`config.mk`:
```
export PLATFORM = sky130hd
export DESIGN_NAME = reset_source_flags
export DESIGN_NICKNAME = d
export VERILOG_FILES = /design/src/verilog/reset_source_pkg.sv /design/src/verilog/reset_delay_timer.sv /design/src/verilog/reset_source_flags.sv
export VERILOG_INCLUDE_DIRS = /design/src /design/src/verilog
export SDC_FILE = /design/constraint.sdc
export NUM_CORES = 1
export LEC_CHECK = 0
export BUFFER_PORTS_ARGS = -buffer_cell sky130_fd_sc_hd__buf_2
export CAP_MARGIN = 5
export CELL_PAD_IN_SITES_DETAIL_PLACEMENT = 0
export CELL_PAD_IN_SITES_GLOBAL_PLACEMENT = 1
export CORE_MARGIN = 4
export CORE_UTILIZATION = 26
export CTS_BUF_LIST = sky130_fd_sc_hd__clkbuf_16
export DETAILED_ROUTE_END_ITERATION = 12
export PLACE_DENSITY = 0.58
export RECOVER_POWER = 25
export SETUP_SLACK_MARGIN = 0.4
export SLEW_MARGIN = 30
export SYNTH_ARGS = -nofsm -noshare
export SYNTH_HDL_FRONTEND = slang
export SYNTH_SLANG_ARGS = --single-unit
```
`constraint.sdc`:
```
create_clock -name pclk -period 4 [get_ports pclk]
set_input_delay 0.8 -clock pclk [delete_from_list [all_inputs] [get_ports pclk]]
set_output_delay 0.8 -clock pclk [all_outputs]
set_load 0.01 [all_outputs]
```
`src/verilog/reset_source_map.svh`:
```
`ifndef RESET_SOURCE_MAP_SVH
`define RESET_SOURCE_MAP_SVH

// register byte offsets
`define RSF_ADDR_FLAGS 12'h000
`define RSF_ADDR_PIN_SEL 12'h004
`define RSF_ADDR_LEVEL_SEL 12'h008
`define RSF_ADDR_FLASH_CTRL 12'h00c
`define RSF_ADDR_CORE_STATUS 12'h010
`define RSF_ADDR_IRQ_STATUS 12'h014
`define RSF_ADDR_IRQ_MASK 12'h018

// reset-cause flag bit positions
`define RSF_BIT_WDOG_CFG 0
`define RSF_BIT_LEVEL 1
`define RSF_BIT_BROWNOUT 2
`define RSF_BIT_PIN_SEL 3

// interrupt status bit positions
`define RSF_IRQ_PIN_SEL 0
`define RSF_IRQ_LEVEL 1
`define RSF_IRQ_BROWNOUT 2
`define RSF_IRQ_FLASH 3
`define RSF_IRQ_WDOG 4
`define RSF_IRQ_PIN_RESET 5
`define RSF_IRQ_WDOG_CFG 6
`define RSF_IRQ_WIDTH 7

// codes and reset values
`define RSF_PIN_SEL_GPIO 8'h55
`define RSF_PIN_SEL_RESET 8'haa
`define RSF_LEVEL_POR 8'h66
`define RSF_LEVEL_1 8'h55
`define RSF_LEVEL_2 8'h33
`define RSF_LEVEL_3 8'h99
`define RSF_LEVEL_4 8'haa
`define RSF_LEVEL_OFF 8'hf0
`define RSF_FLASH_POR 8'h00
`define RSF_FLASH_RESET_KEY 8'h55

// timing
`define RSF_CLK_MHZ 10
`define RSF_SRESET_NS 1000
`define RSF_SRESET_CYCLES ((`RSF_SRESET_NS * `RSF_CLK_MHZ + 999) / 1000)
`define RSF_LVR_MIN_NS 1200
`define RSF_LVR_CYCLES ((`RSF_LVR_MIN_NS * `RSF_CLK_MHZ + 999) / 1000)
`define RSF_HOLD_CYCLES 16
`define RSF_WDOG_CYCLES 8192

`endif

```
`src/verilog/reset_source_pkg.sv`:
```
`default_nettype none
package reset_source_pkg;
    // core operating mode reported by the core
    typedef enum logic [1:0] {mode_fast, mode_slow, mode_idle, mode_sleep} power_mode_t;
    // reset sequencer states
    typedef enum logic [1:0] {seq_run, seq_cold, seq_warm} seq_t;
endpackage
`default_nettype wire

```
`src/verilog/reset_delay_timer.sv`:
```
`timescale 1ns/1ps
`default_nettype none
module reset_delay_timer #(
    parameter logic [15:0] LIMIT = 16'h0010
) (
    input wire logic pclk,
    input wire logic presetn,
    input wire logic run,
    input wire logic clear,
    output logic done
);
    logic [15:0] count;
    logic fired;
    logic at_limit;

    // last cycle of a continuous run of LIMIT cycles
    assign at_limit = (count == LIMIT - 16'h0001);

    // counts while run holds; fires once until run drops or clear
    always_ff @(posedge pclk or negedge presetn) begin
        if (!presetn) begin
            count <= 16'h0000;
            fired <= 1'b0;
        end else if (clear || !run) begin
            count <= 16'h0000;
            fired <= 1'b0;
        end else if (!fired) begin
            if (at_limit) begin
                fired <= 1'b1;
            end else begin
                count <= count + 16'h0001;
            end
        end
    end

    // one-cycle pulse on expiry
    always_ff @(posedge pclk or negedge presetn) begin
        if (!presetn) begin
            done <= 1'b0;
        end else begin
            done <= run && !clear && !fired && at_limit;
        end
    end
endmodule
`default_nettype wire

```
`src/verilog/reset_source_flags.sv`:
```
// Decided for this implementation: the APB register port and the address map.
`timescale 1ns/1ps
`default_nettype none
`include "reset_source_map.svh"
module reset_source_flags #(
    parameter logic [15:0] WDOG_TIMEOUT_CYCLES = 16'(`RSF_WDOG_CYCLES)
) (
    input wire logic pclk,
    input wire logic presetn,
    input wire logic psel,
    input wire logic penable,
    input wire logic pwrite,
    input wire logic [11:0] paddr,
    input wire logic [31:0] pwdata,
    output logic [31:0] prdata,
    output logic pready,
    output logic pslverr,
    input wire reset_source_pkg::power_mode_t power_mode,
    input wire logic low_voltage_pin,
    input wire logic reset_pin_n,
    input wire logic wdog_clear,
    input wire logic wdog_config_fault,
    output logic irq,
    output logic device_reset,
    output logic pc_zero,
    output logic sp_clear,
    output logic sp_top,
    output logic irq_disable_all,
    output logic timers_off,
    output logic ports_input
);
    localparam logic [15:0] SRESET_CYCLES = 16'(`RSF_SRESET_CYCLES);
    localparam logic [15:0] LVR_CYCLES = 16'(`RSF_LVR_CYCLES);
    localparam logic [7:0] HOLD_CYCLES = 8'(`RSF_HOLD_CYCLES);

    reset_source_pkg::seq_t state;
    logic [7:0] hold_count;
    logic [3:0] cause_flags;
    logic [7:0] reset_pin_select;
    logic [7:0] brownout_level_select;
    logic [7:0] flash_ctrl_second;
    logic watchdog_expiry_flag;
    logic powerdown_flag;
    logic [7:0] timebase;
    logic [`RSF_IRQ_WIDTH-1:0] irq_status;
    logic [`RSF_IRQ_WIDTH-1:0] irq_mask;
    logic bo_meta;
    logic bo_sync;
    logic pin_meta;
    logic pin_sync;
    logic flash_reset;
    logic wr_en;
    logic [31:0] next_prdata;
    logic next_pslverr;
    logic run_mode;
    logic pin_sel_bad;
    logic level_bad;
    logic bo_run;
    logic bo_done;
    logic sel_done;
    logic lvl_done;
    logic wdog_done;
    logic pin_reset;
    logic wdog_cold;
    logic warm_req;
    logic cold_req;
    logic in_cold;
    logic [3:0] flag_set;
    logic [`RSF_IRQ_WIDTH-1:0] irq_set;

    // two-stage synchronisers for the pins
    always_ff @(posedge pclk or negedge presetn) begin
        if (!presetn) begin
            bo_meta <= 1'b0;
            bo_sync <= 1'b0;
            pin_meta <= 1'b1;
            pin_sync <= 1'b1;
        end else begin
            bo_meta <= low_voltage_pin;
            bo_sync <= bo_meta;
            pin_meta <= reset_pin_n;
            pin_sync <= pin_meta;
        end
    end

    // code checks and mode decode
    assign run_mode = (power_mode == reset_source_pkg::mode_fast) ||
                      (power_mode == reset_source_pkg::mode_slow);
    assign pin_sel_bad = (reset_pin_select != `RSF_PIN_SEL_GPIO) &&
                         (reset_pin_select != `RSF_PIN_SEL_RESET);
    assign level_bad = (brownout_level_select != `RSF_LEVEL_POR) &&
                       (brownout_level_select != `RSF_LEVEL_1) &&
                       (brownout_level_select != `RSF_LEVEL_2) &&
                       (brownout_level_select != `RSF_LEVEL_3) &&
                       (brownout_level_select != `RSF_LEVEL_4) &&
                       (brownout_level_select != `RSF_LEVEL_OFF);
    // monitor is off in idle/sleep and when disabled
    assign bo_run = bo_sync && run_mode && !level_bad &&
                    (brownout_level_select != `RSF_LEVEL_OFF);
    assign in_cold = (state == reset_source_pkg::seq_cold);

    // software-reset delay for a corrupt pin-select code
    reset_delay_timer #(.LIMIT(SRESET_CYCLES)) u_sel_delay (
        .pclk(pclk),
        .presetn(presetn),
        .run(pin_sel_bad),
        .clear(1'b0),
        .done(sel_done)
    );

    // software-reset delay for a corrupt level code
    reset_delay_timer #(.LIMIT(SRESET_CYCLES)) u_lvl_delay (
        .pclk(pclk),
        .presetn(presetn),
        .run(level_bad),
        .clear(1'b0),
        .done(lvl_done)
    );

    // low voltage must persist before it counts
    reset_delay_timer #(.LIMIT(LVR_CYCLES)) u_bo_filter (
        .pclk(pclk),
        .presetn(presetn),
        .run(bo_run),
        .clear(1'b0),
        .done(bo_done)
    );

    // watchdog restarts after every reset and counts at once
    reset_delay_timer #(.LIMIT(WDOG_TIMEOUT_CYCLES)) u_watchdog (
        .pclk(pclk),
        .presetn(presetn),
        .run(1'b1),
        .clear(wdog_clear || in_cold || (state == reset_source_pkg::seq_warm)),
        .done(wdog_done)
    );

    // reset requests
    assign pin_reset = !pin_sync && (reset_pin_select == `RSF_PIN_SEL_RESET);
    assign wdog_cold = wdog_done && run_mode;
    assign warm_req = wdog_done && !run_mode;
    assign cold_req = pin_reset || bo_done || lvl_done || sel_done ||
                      flash_reset || wdog_config_fault || wdog_cold;

    // reset sequencer: cold holds the device, warm is one cycle
    always_ff @(posedge pclk or negedge presetn) begin
        if (!presetn) begin
            state <= reset_source_pkg::seq_cold;
            hold_count <= HOLD_CYCLES;
        end else begin
            case (state)
                reset_source_pkg::seq_run: begin
                    if (cold_req) begin
                        state <= reset_source_pkg::seq_cold;
                        hold_count <= HOLD_CYCLES;
                    end else if (warm_req) begin
                        state <= reset_source_pkg::seq_warm;
                    end
                end
                reset_source_pkg::seq_cold: begin
                    if (cold_req) begin
                        hold_count <= HOLD_CYCLES;
                    end else if (hold_count == 8'h01) begin
                        state <= reset_source_pkg::seq_run;
                    end else begin
                        hold_count <= hold_count - 8'h01;
                    end
                end
                reset_source_pkg::seq_warm: begin
                    state <= cold_req ? reset_source_pkg::seq_cold : reset_source_pkg::seq_run;
                    hold_count <= HOLD_CYCLES;
                end
                default: begin
                    state <= reset_source_pkg::seq_cold;
                end
            endcase
        end
    end

    // reset outputs to the core
    always_ff @(posedge pclk or negedge presetn) begin
        if (!presetn) begin
            device_reset <= 1'b1;
            pc_zero <= 1'b1;
            sp_clear <= 1'b0;
            sp_top <= 1'b1;
            irq_disable_all <= 1'b1;
            timers_off <= 1'b1;
            ports_input <= 1'b1;
        end else begin
            device_reset <= in_cold || cold_req;
            pc_zero <= in_cold || cold_req || warm_req;
            sp_clear <= warm_req && !cold_req && !in_cold;
            sp_top <= in_cold || cold_req;
            irq_disable_all <= in_cold || cold_req;
            timers_off <= in_cold || cold_req;
            ports_input <= in_cold || cold_req;
        end
    end

    // time base counter, cleared by every device reset
    always_ff @(posedge pclk or negedge presetn) begin
        if (!presetn) begin
            timebase <= 8'h00;
        end else if (in_cold) begin
            timebase <= 8'h00;
        end else begin
            timebase <= timebase + 8'h01;
        end
    end

    // apb strobe: writes land at the completing access edge
    assign wr_en = psel && penable && pready && pwrite;

    // cause flag sets
    assign flag_set[`RSF_BIT_WDOG_CFG] = wdog_config_fault;
    assign flag_set[`RSF_BIT_LEVEL] = lvl_done;
    assign flag_set[`RSF_BIT_BROWNOUT] = bo_done;
    assign flag_set[`RSF_BIT_PIN_SEL] = sel_done;

    // sticky cause flags; writing zero clears, set wins
    always_ff @(posedge pclk or negedge presetn) begin
        if (!presetn) begin
            cause_flags <= 4'h0;
        end else if (wr_en && paddr == `RSF_ADDR_FLAGS) begin
            cause_flags <= (cause_flags & pwdata[3:0]) | flag_set;
        end else begin
            cause_flags <= cause_flags | flag_set;
        end
    end

    // expiry and powerdown flags, cleared only at power-on
    always_ff @(posedge pclk or negedge presetn) begin
        if (!presetn) begin
            watchdog_expiry_flag <= 1'b0;
            powerdown_flag <= 1'b0;
        end else begin
            if (wdog_done) begin
                watchdog_expiry_flag <= 1'b1;
            end
            if (warm_req) begin
                powerdown_flag <= 1'b1;
            end
        end
    end

    // pin-select register, back to gpio on every cold reset
    always_ff @(posedge pclk or negedge presetn) begin
        if (!presetn) begin
            reset_pin_select <= `RSF_PIN_SEL_GPIO;
        end else if (cold_req) begin
            reset_pin_select <= `RSF_PIN_SEL_GPIO;
        end else if (wr_en && paddr == `RSF_ADDR_PIN_SEL) begin
            reset_pin_select <= pwdata[7:0];
        end
    end

    // level register survives a brownout or warm reset, reverts on any other cold reset
    always_ff @(posedge pclk or negedge presetn) begin
        if (!presetn) begin
            brownout_level_select <= `RSF_LEVEL_POR;
        end else if (lvl_done || (cold_req && !bo_done)) begin
            brownout_level_select <= `RSF_LEVEL_POR;
        end else if (wr_en && paddr == `RSF_ADDR_LEVEL_SEL) begin
            brownout_level_select <= pwdata[7:0];
        end
    end

    // flash control: the key value fires a whole-device reset
    always_ff @(posedge pclk or negedge presetn) begin
        if (!presetn) begin
            flash_ctrl_second <= `RSF_FLASH_POR;
            flash_reset <= 1'b0;
        end else begin
            flash_reset <= wr_en && (paddr == `RSF_ADDR_FLASH_CTRL) &&
                           (pwdata[7:0] == `RSF_FLASH_RESET_KEY);
            if (cold_req) begin
                flash_ctrl_second <= `RSF_FLASH_POR;
            end else if (wr_en && paddr == `RSF_ADDR_FLASH_CTRL) begin
                flash_ctrl_second <= pwdata[7:0];
            end
        end
    end

    // interrupt events, one per reset cause
    assign irq_set[`RSF_IRQ_PIN_SEL] = sel_done;
    assign irq_set[`RSF_IRQ_LEVEL] = lvl_done;
    assign irq_set[`RSF_IRQ_BROWNOUT] = bo_done;
    assign irq_set[`RSF_IRQ_FLASH] = flash_reset;
    assign irq_set[`RSF_IRQ_WDOG] = wdog_done;
    assign irq_set[`RSF_IRQ_PIN_RESET] = pin_reset && !in_cold;
    assign irq_set[`RSF_IRQ_WDOG_CFG] = wdog_config_fault;

    // sticky status, write one to clear, set wins
    always_ff @(posedge pclk or negedge presetn) begin
        if (!presetn) begin
            irq_status <= '0;
        end else if (wr_en && paddr == `RSF_ADDR_IRQ_STATUS) begin
            irq_status <= (irq_status & ~pwdata[`RSF_IRQ_WIDTH-1:0]) | irq_set;
        end else begin
            irq_status <= irq_status | irq_set;
        end
    end

    // interrupt mask
    always_ff @(posedge pclk or negedge presetn) begin
        if (!presetn) begin
            irq_mask <= '0;
        end else if (wr_en && paddr == `RSF_ADDR_IRQ_MASK) begin
            irq_mask <= pwdata[`RSF_IRQ_WIDTH-1:0];
        end
    end

    // level interrupt from unmasked status
    always_ff @(posedge pclk or negedge presetn) begin
        if (!presetn) begin
            irq <= 1'b0;
        end else begin
            irq <= |(irq_status & irq_mask);
        end
    end

    // read mux and error decode
    always_comb begin
        next_prdata = 32'h0000_0000;
        next_pslverr = 1'b0;
        if (paddr == `RSF_ADDR_FLAGS) begin
            next_prdata = {28'h0000000, cause_flags};
        end else if (paddr == `RSF_ADDR_PIN_SEL) begin
            next_prdata = {24'h000000, reset_pin_select};
        end else if (paddr == `RSF_ADDR_LEVEL_SEL) begin
            next_prdata = {24'h000000, brownout_level_select};
        end else if (paddr == `RSF_ADDR_FLASH_CTRL) begin
            next_prdata = {24'h000000, flash_ctrl_second};
        end else if (paddr == `RSF_ADDR_CORE_STATUS) begin
            next_prdata = {16'h0000, timebase, 6'h00, powerdown_flag, watchdog_expiry_flag};
        end else if (paddr == `RSF_ADDR_IRQ_STATUS) begin
            next_prdata = {25'h0000000, irq_status};
        end else if (paddr == `RSF_ADDR_IRQ_MASK) begin
            next_prdata = {25'h0000000, irq_mask};
        end else begin
            next_pslverr = 1'b1;
        end
    end

    // apb answer: ready in the first access cycle
    always_ff @(posedge pclk or negedge presetn) begin
        if (!presetn) begin
            pready <= 1'b0;
            pslverr <= 1'b0;
            prdata <= 32'h0000_0000;
        end else if (psel && !penable) begin
            pready <= 1'b1;
            pslverr <= next_pslverr;
            prdata <= pwrite ? 32'h0000_0000 : next_prdata;
        end else begin
            pready <= 1'b0;
            pslverr <= 1'b0;
        end
    end
endmodule
`default_nettype wire

```
# Yosys cells after proc, flatten, opt, wreduce, memory -nomap -nowiden
# Cells that the tools add are included.
# classes
addsub,6
eq_ne,37
muxes,60
bitwise_logic,8
n_reduce_logical,73
# op_table
operator,count
16-bit two-way mux,17
8-bit two-way mux,10
"16-bit by 1-bit adder with 16-bit output, second input constant",4
"16-bit by 4-bit == test with 1-bit output, second input constant",3
"12-bit by 5-bit == test with 1-bit output, second input constant",3
1-bit logical AND,35
32-bit two-way mux,1
"8-bit != test, second input constant",4
"12-bit by 4-bit == test with 1-bit output, second input constant",2
"8-bit by 7-bit != test with 1-bit output, second input constant",3
8-bit case mux with 3 select lines,1
1-bit two-way mux,22
7-bit two-way mux,3
"16-bit by 13-bit == test with 1-bit output, second input constant",1
"2-bit != test, second input constant",8
7-bit AND,2
7-bit OR,2
"12-bit by 3-bit == test with 1-bit output, second input constant",1
1-bit logical NOT,12
12-bit logical NOT,1
1-bit logical OR,12
"8-bit by 1-bit adder with 8-bit output, second input constant",1
"8-bit by 1-bit == test with 1-bit output, second input constant",1
"8-bit by 7-bit == test with 1-bit output, second input constant",1
19 further kinds,34
# word_totals
reg_bits,177
in_bits,55
wordCells,219

# Logic depth before layout (Yosys ltp)
# depth
word_depth,11
mapped_depth,9
depth_no_buf,7

# Modules after synthesis
# From an unflattened synthesis, not the netlist that was laid out.
# unflattened
hier_cells,874
area_unflattened_um2,8544.4
# by_module_without_submodules
module,instances,cells_each,area_per_inst_um2
reset_source_flags,1,474,4669.5
reset_delay_timer (u_lvl_delay ...),2,101,983.4
reset_delay_timer (u_watchdog),1,102,998.5
reset_delay_timer (u_bo_filter),1,96,909.6

# Least setup slack after synthesis
# Ideal clock, no wire load.
# synth_path
path_type,input port to flip-flop
startpoint,in paddr[1]
endpoint,reg prdata[5]
t_arrival_ns,2.344
t_required_ns,3.876
slack_ns,1.532
cell_stages,6
n_path_buf,2
cell_sequence,or4b_4 -> or4_4 -> buf_6 -> buf_6 -> o221ai_1 -> o21ai_1
# synth_via
elab_chain_len,9
elab_cells_between_ends,15
cone_classes,eq/ne (6); mux (8); reduce/logical (1)
# synth_lines
element,line_no,text
"start, declared",reset_source_flags.sv:13,"input wire logic [11:0] paddr,"
12-bit by 5-bit == test with 1-bit output (no line),-,
7-bit two-way mux,reset_source_flags.sv:339,end else if (paddr == `RSF_ADDR_IRQ_MASK) begin
7-bit two-way mux,reset_source_flags.sv:337,end else if (paddr == `RSF_ADDR_IRQ_STATUS) begin
16-bit two-way mux,reset_source_flags.sv:335,end else if (paddr == `RSF_ADDR_CORE_STATUS) begin
16-bit two-way mux,reset_source_flags.sv:333,end else if (paddr == `RSF_ADDR_FLASH_CTRL) begin
16-bit two-way mux,reset_source_flags.sv:331,end else if (paddr == `RSF_ADDR_LEVEL_SEL) begin
16-bit two-way mux,reset_source_flags.sv:329,end else if (paddr == `RSF_ADDR_PIN_SEL) begin
16-bit two-way mux *,reset_source_flags.sv:327,if (paddr == `RSF_ADDR_FLAGS) begin
32-bit two-way mux *,reset_source_flags.sv:355,prdata <= pwrite ? 32'h0000_0000 : next_prdata;
"end signal, assigned",reset_source_flags.sv:355,
"end, declared",reset_source_flags.sv:15,"output logic [31:0] prdata,"
# Mark *: on every way between the ends. The rest lies on a longest branch, timed or not.
# A chain may end at the register's enable or synchronous reset.

# Worst setup path after layout
# layout_path
startpoint,reg brownout_level_select[6]
endpoint,reg u_bo_filter.done
# layout_via
elab_chain_len,11
elab_cells_between_ends,16
cone_classes,eq/ne (6); reduce/logical (10)
# layout_lines
element,line_no,text
"start, declared",reset_source_flags.sv:40,logic [7:0] brownout_level_select;
"start signal, assigned",reset_source_flags.sv:261,brownout_level_select <= `RSF_LEVEL_POR;
"start signal, assigned",reset_source_flags.sv:263,brownout_level_select <= `RSF_LEVEL_POR;
"start signal, assigned",reset_source_flags.sv:265,brownout_level_select <= pwdata[7:0];
8-bit by 7-bit != test with 1-bit output (no line),-,
1-bit logical AND (5 in series),reset_source_flags.sv:91,assign level_bad = (brownout_level_select != `RSF_LEVEL_POR) &&
1-bit logical NOT,-,
1-bit logical AND,reset_source_flags.sv:98,assign bo_run = bo_sync && run_mode && !level_bad &&
1-bit logical AND *,reset_source_flags.sv:98,
1-bit logical AND * (2 in series),reset_delay_timer.sv:41,done <= run && !clear && !fired && at_limit;
"end signal, assigned",reset_delay_timer.sv:41,
"end, declared",reset_delay_timer.sv:10,output logic done
# Marked as above.

==> flow_summary.toml <==
[logic_synthesis]
synth_top_family_by_area = "simple AND/OR/NAND/NOR gates"
synth_area_leaders = "dfrtp_1 (44%), dfstp_2 (4.4%), nor2_1 (3.6%), xor2_1 (3.3%), mux2i_1 (2.7%)"
synthCells = 818
synth-xor-area-share_pct = 4.76
ys_types = 67
ys_ff_latch = 161
muxShareOfSynthArea_pct = 3.75
synth.avg_cell_area_um2 = 10.1
ys_seq_area_share_pct = 48.8
synth-async-reset-ratio_pct = 100
ys.warnings.count = 0
synthesis.area_um2 = 8290
yosysTopAreaCell = "dfrtp_1"
synth-compound-area-share_pct = 12.6
synth_fa_ha_area_share_pct = 1.36
synthFlopType = "dfrtp_1"
yosysTopAreaCellShare_pct = 44.4
synth-simple-area-share_pct = 24.3
synth_edf_count = 0

[sta]
fin_setup_tns_ns = 0
hold_violations = 0
fin_ws_ns = 1.37
fin_skew_ns = 0.00677
setup_viol = 0
finalCriticalPeriod_ns = 2.63
hold_ws_ns = 0.350
rsz0062_at_grt = "false"
max_freq_ghz = 0.380
drv_slew = 78
max_slew.worst_pin.slew_ns = 2.06
max-slew-margin-rel_pct = -37.4
period_share_pct = 65.7

[routing]
num_vias = 6256
firstDrtPassIters = 4
via_per_inst = 4.89
drt_iter0_drc = 354
routed_wl_mm = 21.0
postRouteAntennaNets = 0
wl_per_cell_um = 16.4
drc = 0

[floorplan]
die_w_um = 187
start_util_pct = 26.3
core_um2 = 31500
io_pins = 97
rows = 65
die_area_um2 = 34800
die_h_um = 187

[worst_setup_path]
crit_type = "register to register"
cp.required_ns = 4.31
path_cells = "nor4bb_1 > o21a_1 > or2_2 > nand4b_2 > nor3_1"
end_kind = "register"
critPathLaunchType = "register"
path_buf_inv = 0
crit_family = "simple AND/OR/NAND/NOR gates"
cp_slowest_cell = "dfstp_2"
crit_arrival_ns = 2.94
crit_fanout = 18
slowest_delay_ns = 0.58

[clock_tree]
cts_num_sinks = 161
clkTransAtPathRegs_ns = 0.06
cts-hold-fix-buffers = 0
clock_latency_ns = 0.43
h-tree-depth = 4
cts_made_buffers = 17
cts_tree = "done"
cts.repair.resized = 0
ctsLongestPathBuffers = 2
cts_root_buffer = "clkbuf_16"
cts_setup_buffers = 0

[power_and_ir_drop]
power_mw = 3.60
irDropWorstVdd_uv = 268
powerDensity_nw_per_um2 = 382
power.leakage_nw = 3.82

[global_routing]
grt_pass1_vias = 6369
grt_overflow = 0
grt_max_degree = 79
grt_usage_pct = 12.2
grt_pass1_wl_mm = 35.0
antenna_found_initial = 0

[job]
maxCapViolCount = 1

[place]
dp_hpwl_mm = 14.6
portBuffers = 55
gp_congestion = 0.764
post_dp_cell_area_um2 = 8880
place_ws_ns = 1.13

[finish]
fill_cells = 3265
antenna_cells = 0
postLayoutCellArea_um2 = 9420
num-nets-final = 928
area_delta_synth_final_pct = 13.7
seq_area_um2 = 4050
drive_gt1_share_pct = 15.5
multi_input_area_um2 = 3930

[min_path]
hp-class = "register to register"

[status]
status = "finished with violations"
violations = "max-capacitance violations, max-slew violations"
==> per-stage QoR <==
stage	std cells	util [%]
finish	1279	29.9
CTS	1279	30.0
global route	1279	29.9
global placement	1247	28.2
detailed placement	1247	28.2
floorplan	833	-
==> cells in the mapped netlist (15+ instances only) <==
cell / instances
nand2b_1: 17
xor2_1: 31
nand4_1: 22
nand2_1: 54
o21ai_0: 29
nor2_1: 80
inv_1: 15
nand3_1: 37
buf_4: 22
mux2i_1: 22
nor3_1: 18
dfrtp_1: 147
a21oi_1: 34
==> layout by cell type, fill, tap and decap left out, types with 14 or more instances in the layout <==
cell and instances:
o21ai_0 29, and4_1 14, or3_1 14, clkbuf_16 17, inv_1 15, buf_2 52
xor2_1 31, mux2i_1 22, nor3_1 18, nand4_1 22, dfrtp_1 147, conb_1 16
nand2b_1 17, nand2_1 54, nor2_1 80, xnor2_1 14, a21oi_1 34, dfstp_2 14
nand3_1 37
==> final timing paths <==
path                                                 startpoint                               end  slack, ns  cells after the start
min                                           bo_meta$_DFF_PN0_                 bo_sync$_DFF_PN0_       0.35                      0
min reg2reg                                   bo_meta$_DFF_PN0_                 bo_sync$_DFF_PN0_       0.35                      0
max in group asynchronous                               presetn         hold_count[4]$_DFFE_PN1P_       1.68                      2
max                        brownout_level_select[6]$_DFFE_PN1P_        u_bo_filter.done$_DFF_PN0_       1.37                      5
min in group asynchronous                               presetn  flash_ctrl_second[0]$_DFFE_PN0P_       0.94                      1
max reg2reg                brownout_level_select[6]$_DFFE_PN1P_        u_bo_filter.done$_DFF_PN0_       1.37                      5
==> power breakdown <==
part / internal, mW / leakage, nW / switching, mW
combinational: 0.127 / 1.39 / 0.208
sequential: 1.68 / 2.17 / 0.0528
clock: 0.811 / 0.258 / 0.727
total: 2.61 / 3.82 / 0.988
==> routing by layer <==
metal / vias up / GRT usage [%] / share of wire [%]
met1: 3083 / 17.1 / 50
met3: 18 / 2.51 / 3.2
li1: 3069 / - / -
met5: - / 0 / 0
met2: 86 / 19.6 / 45
met4: 0 / 3.04 / 1.0
==> state kept, by name (all words and copies together) (netlist names), 2 cells and up <==
name                   count
irq_mask                   7
u_bo_filter.count         16
cause_flags                4
brownout_level_select      8
hold_count                 8
flash_ctrl_second          8
irq_status                 7
u_sel_delay.count         16
timebase                   8
reset_pin_select           8
u_lvl_delay.count         16
state                      2
prdata                    16
u_watchdog.count          16
==> cells by family after synthesis <==
kind of cell	after synthesis
and+or+nand+nor	353
xor gates and xnor gates	45
adders and majority gates	9
buffers and inverters	65
DFF	161
AOI/OAI and AO/OA	154
muxes	30
other	1
==> area by class of cell <==
type	count	share of cell area (%)
multi-input cells	607	41.7
flip-flops and latches	161	43.0
repair buffers	61	3.51
well taps	402	5.34
clock inverters	15	1.31
clock buffers	17	4.52
inverters	16	0.638
Power figures use the tool's default switching activity.
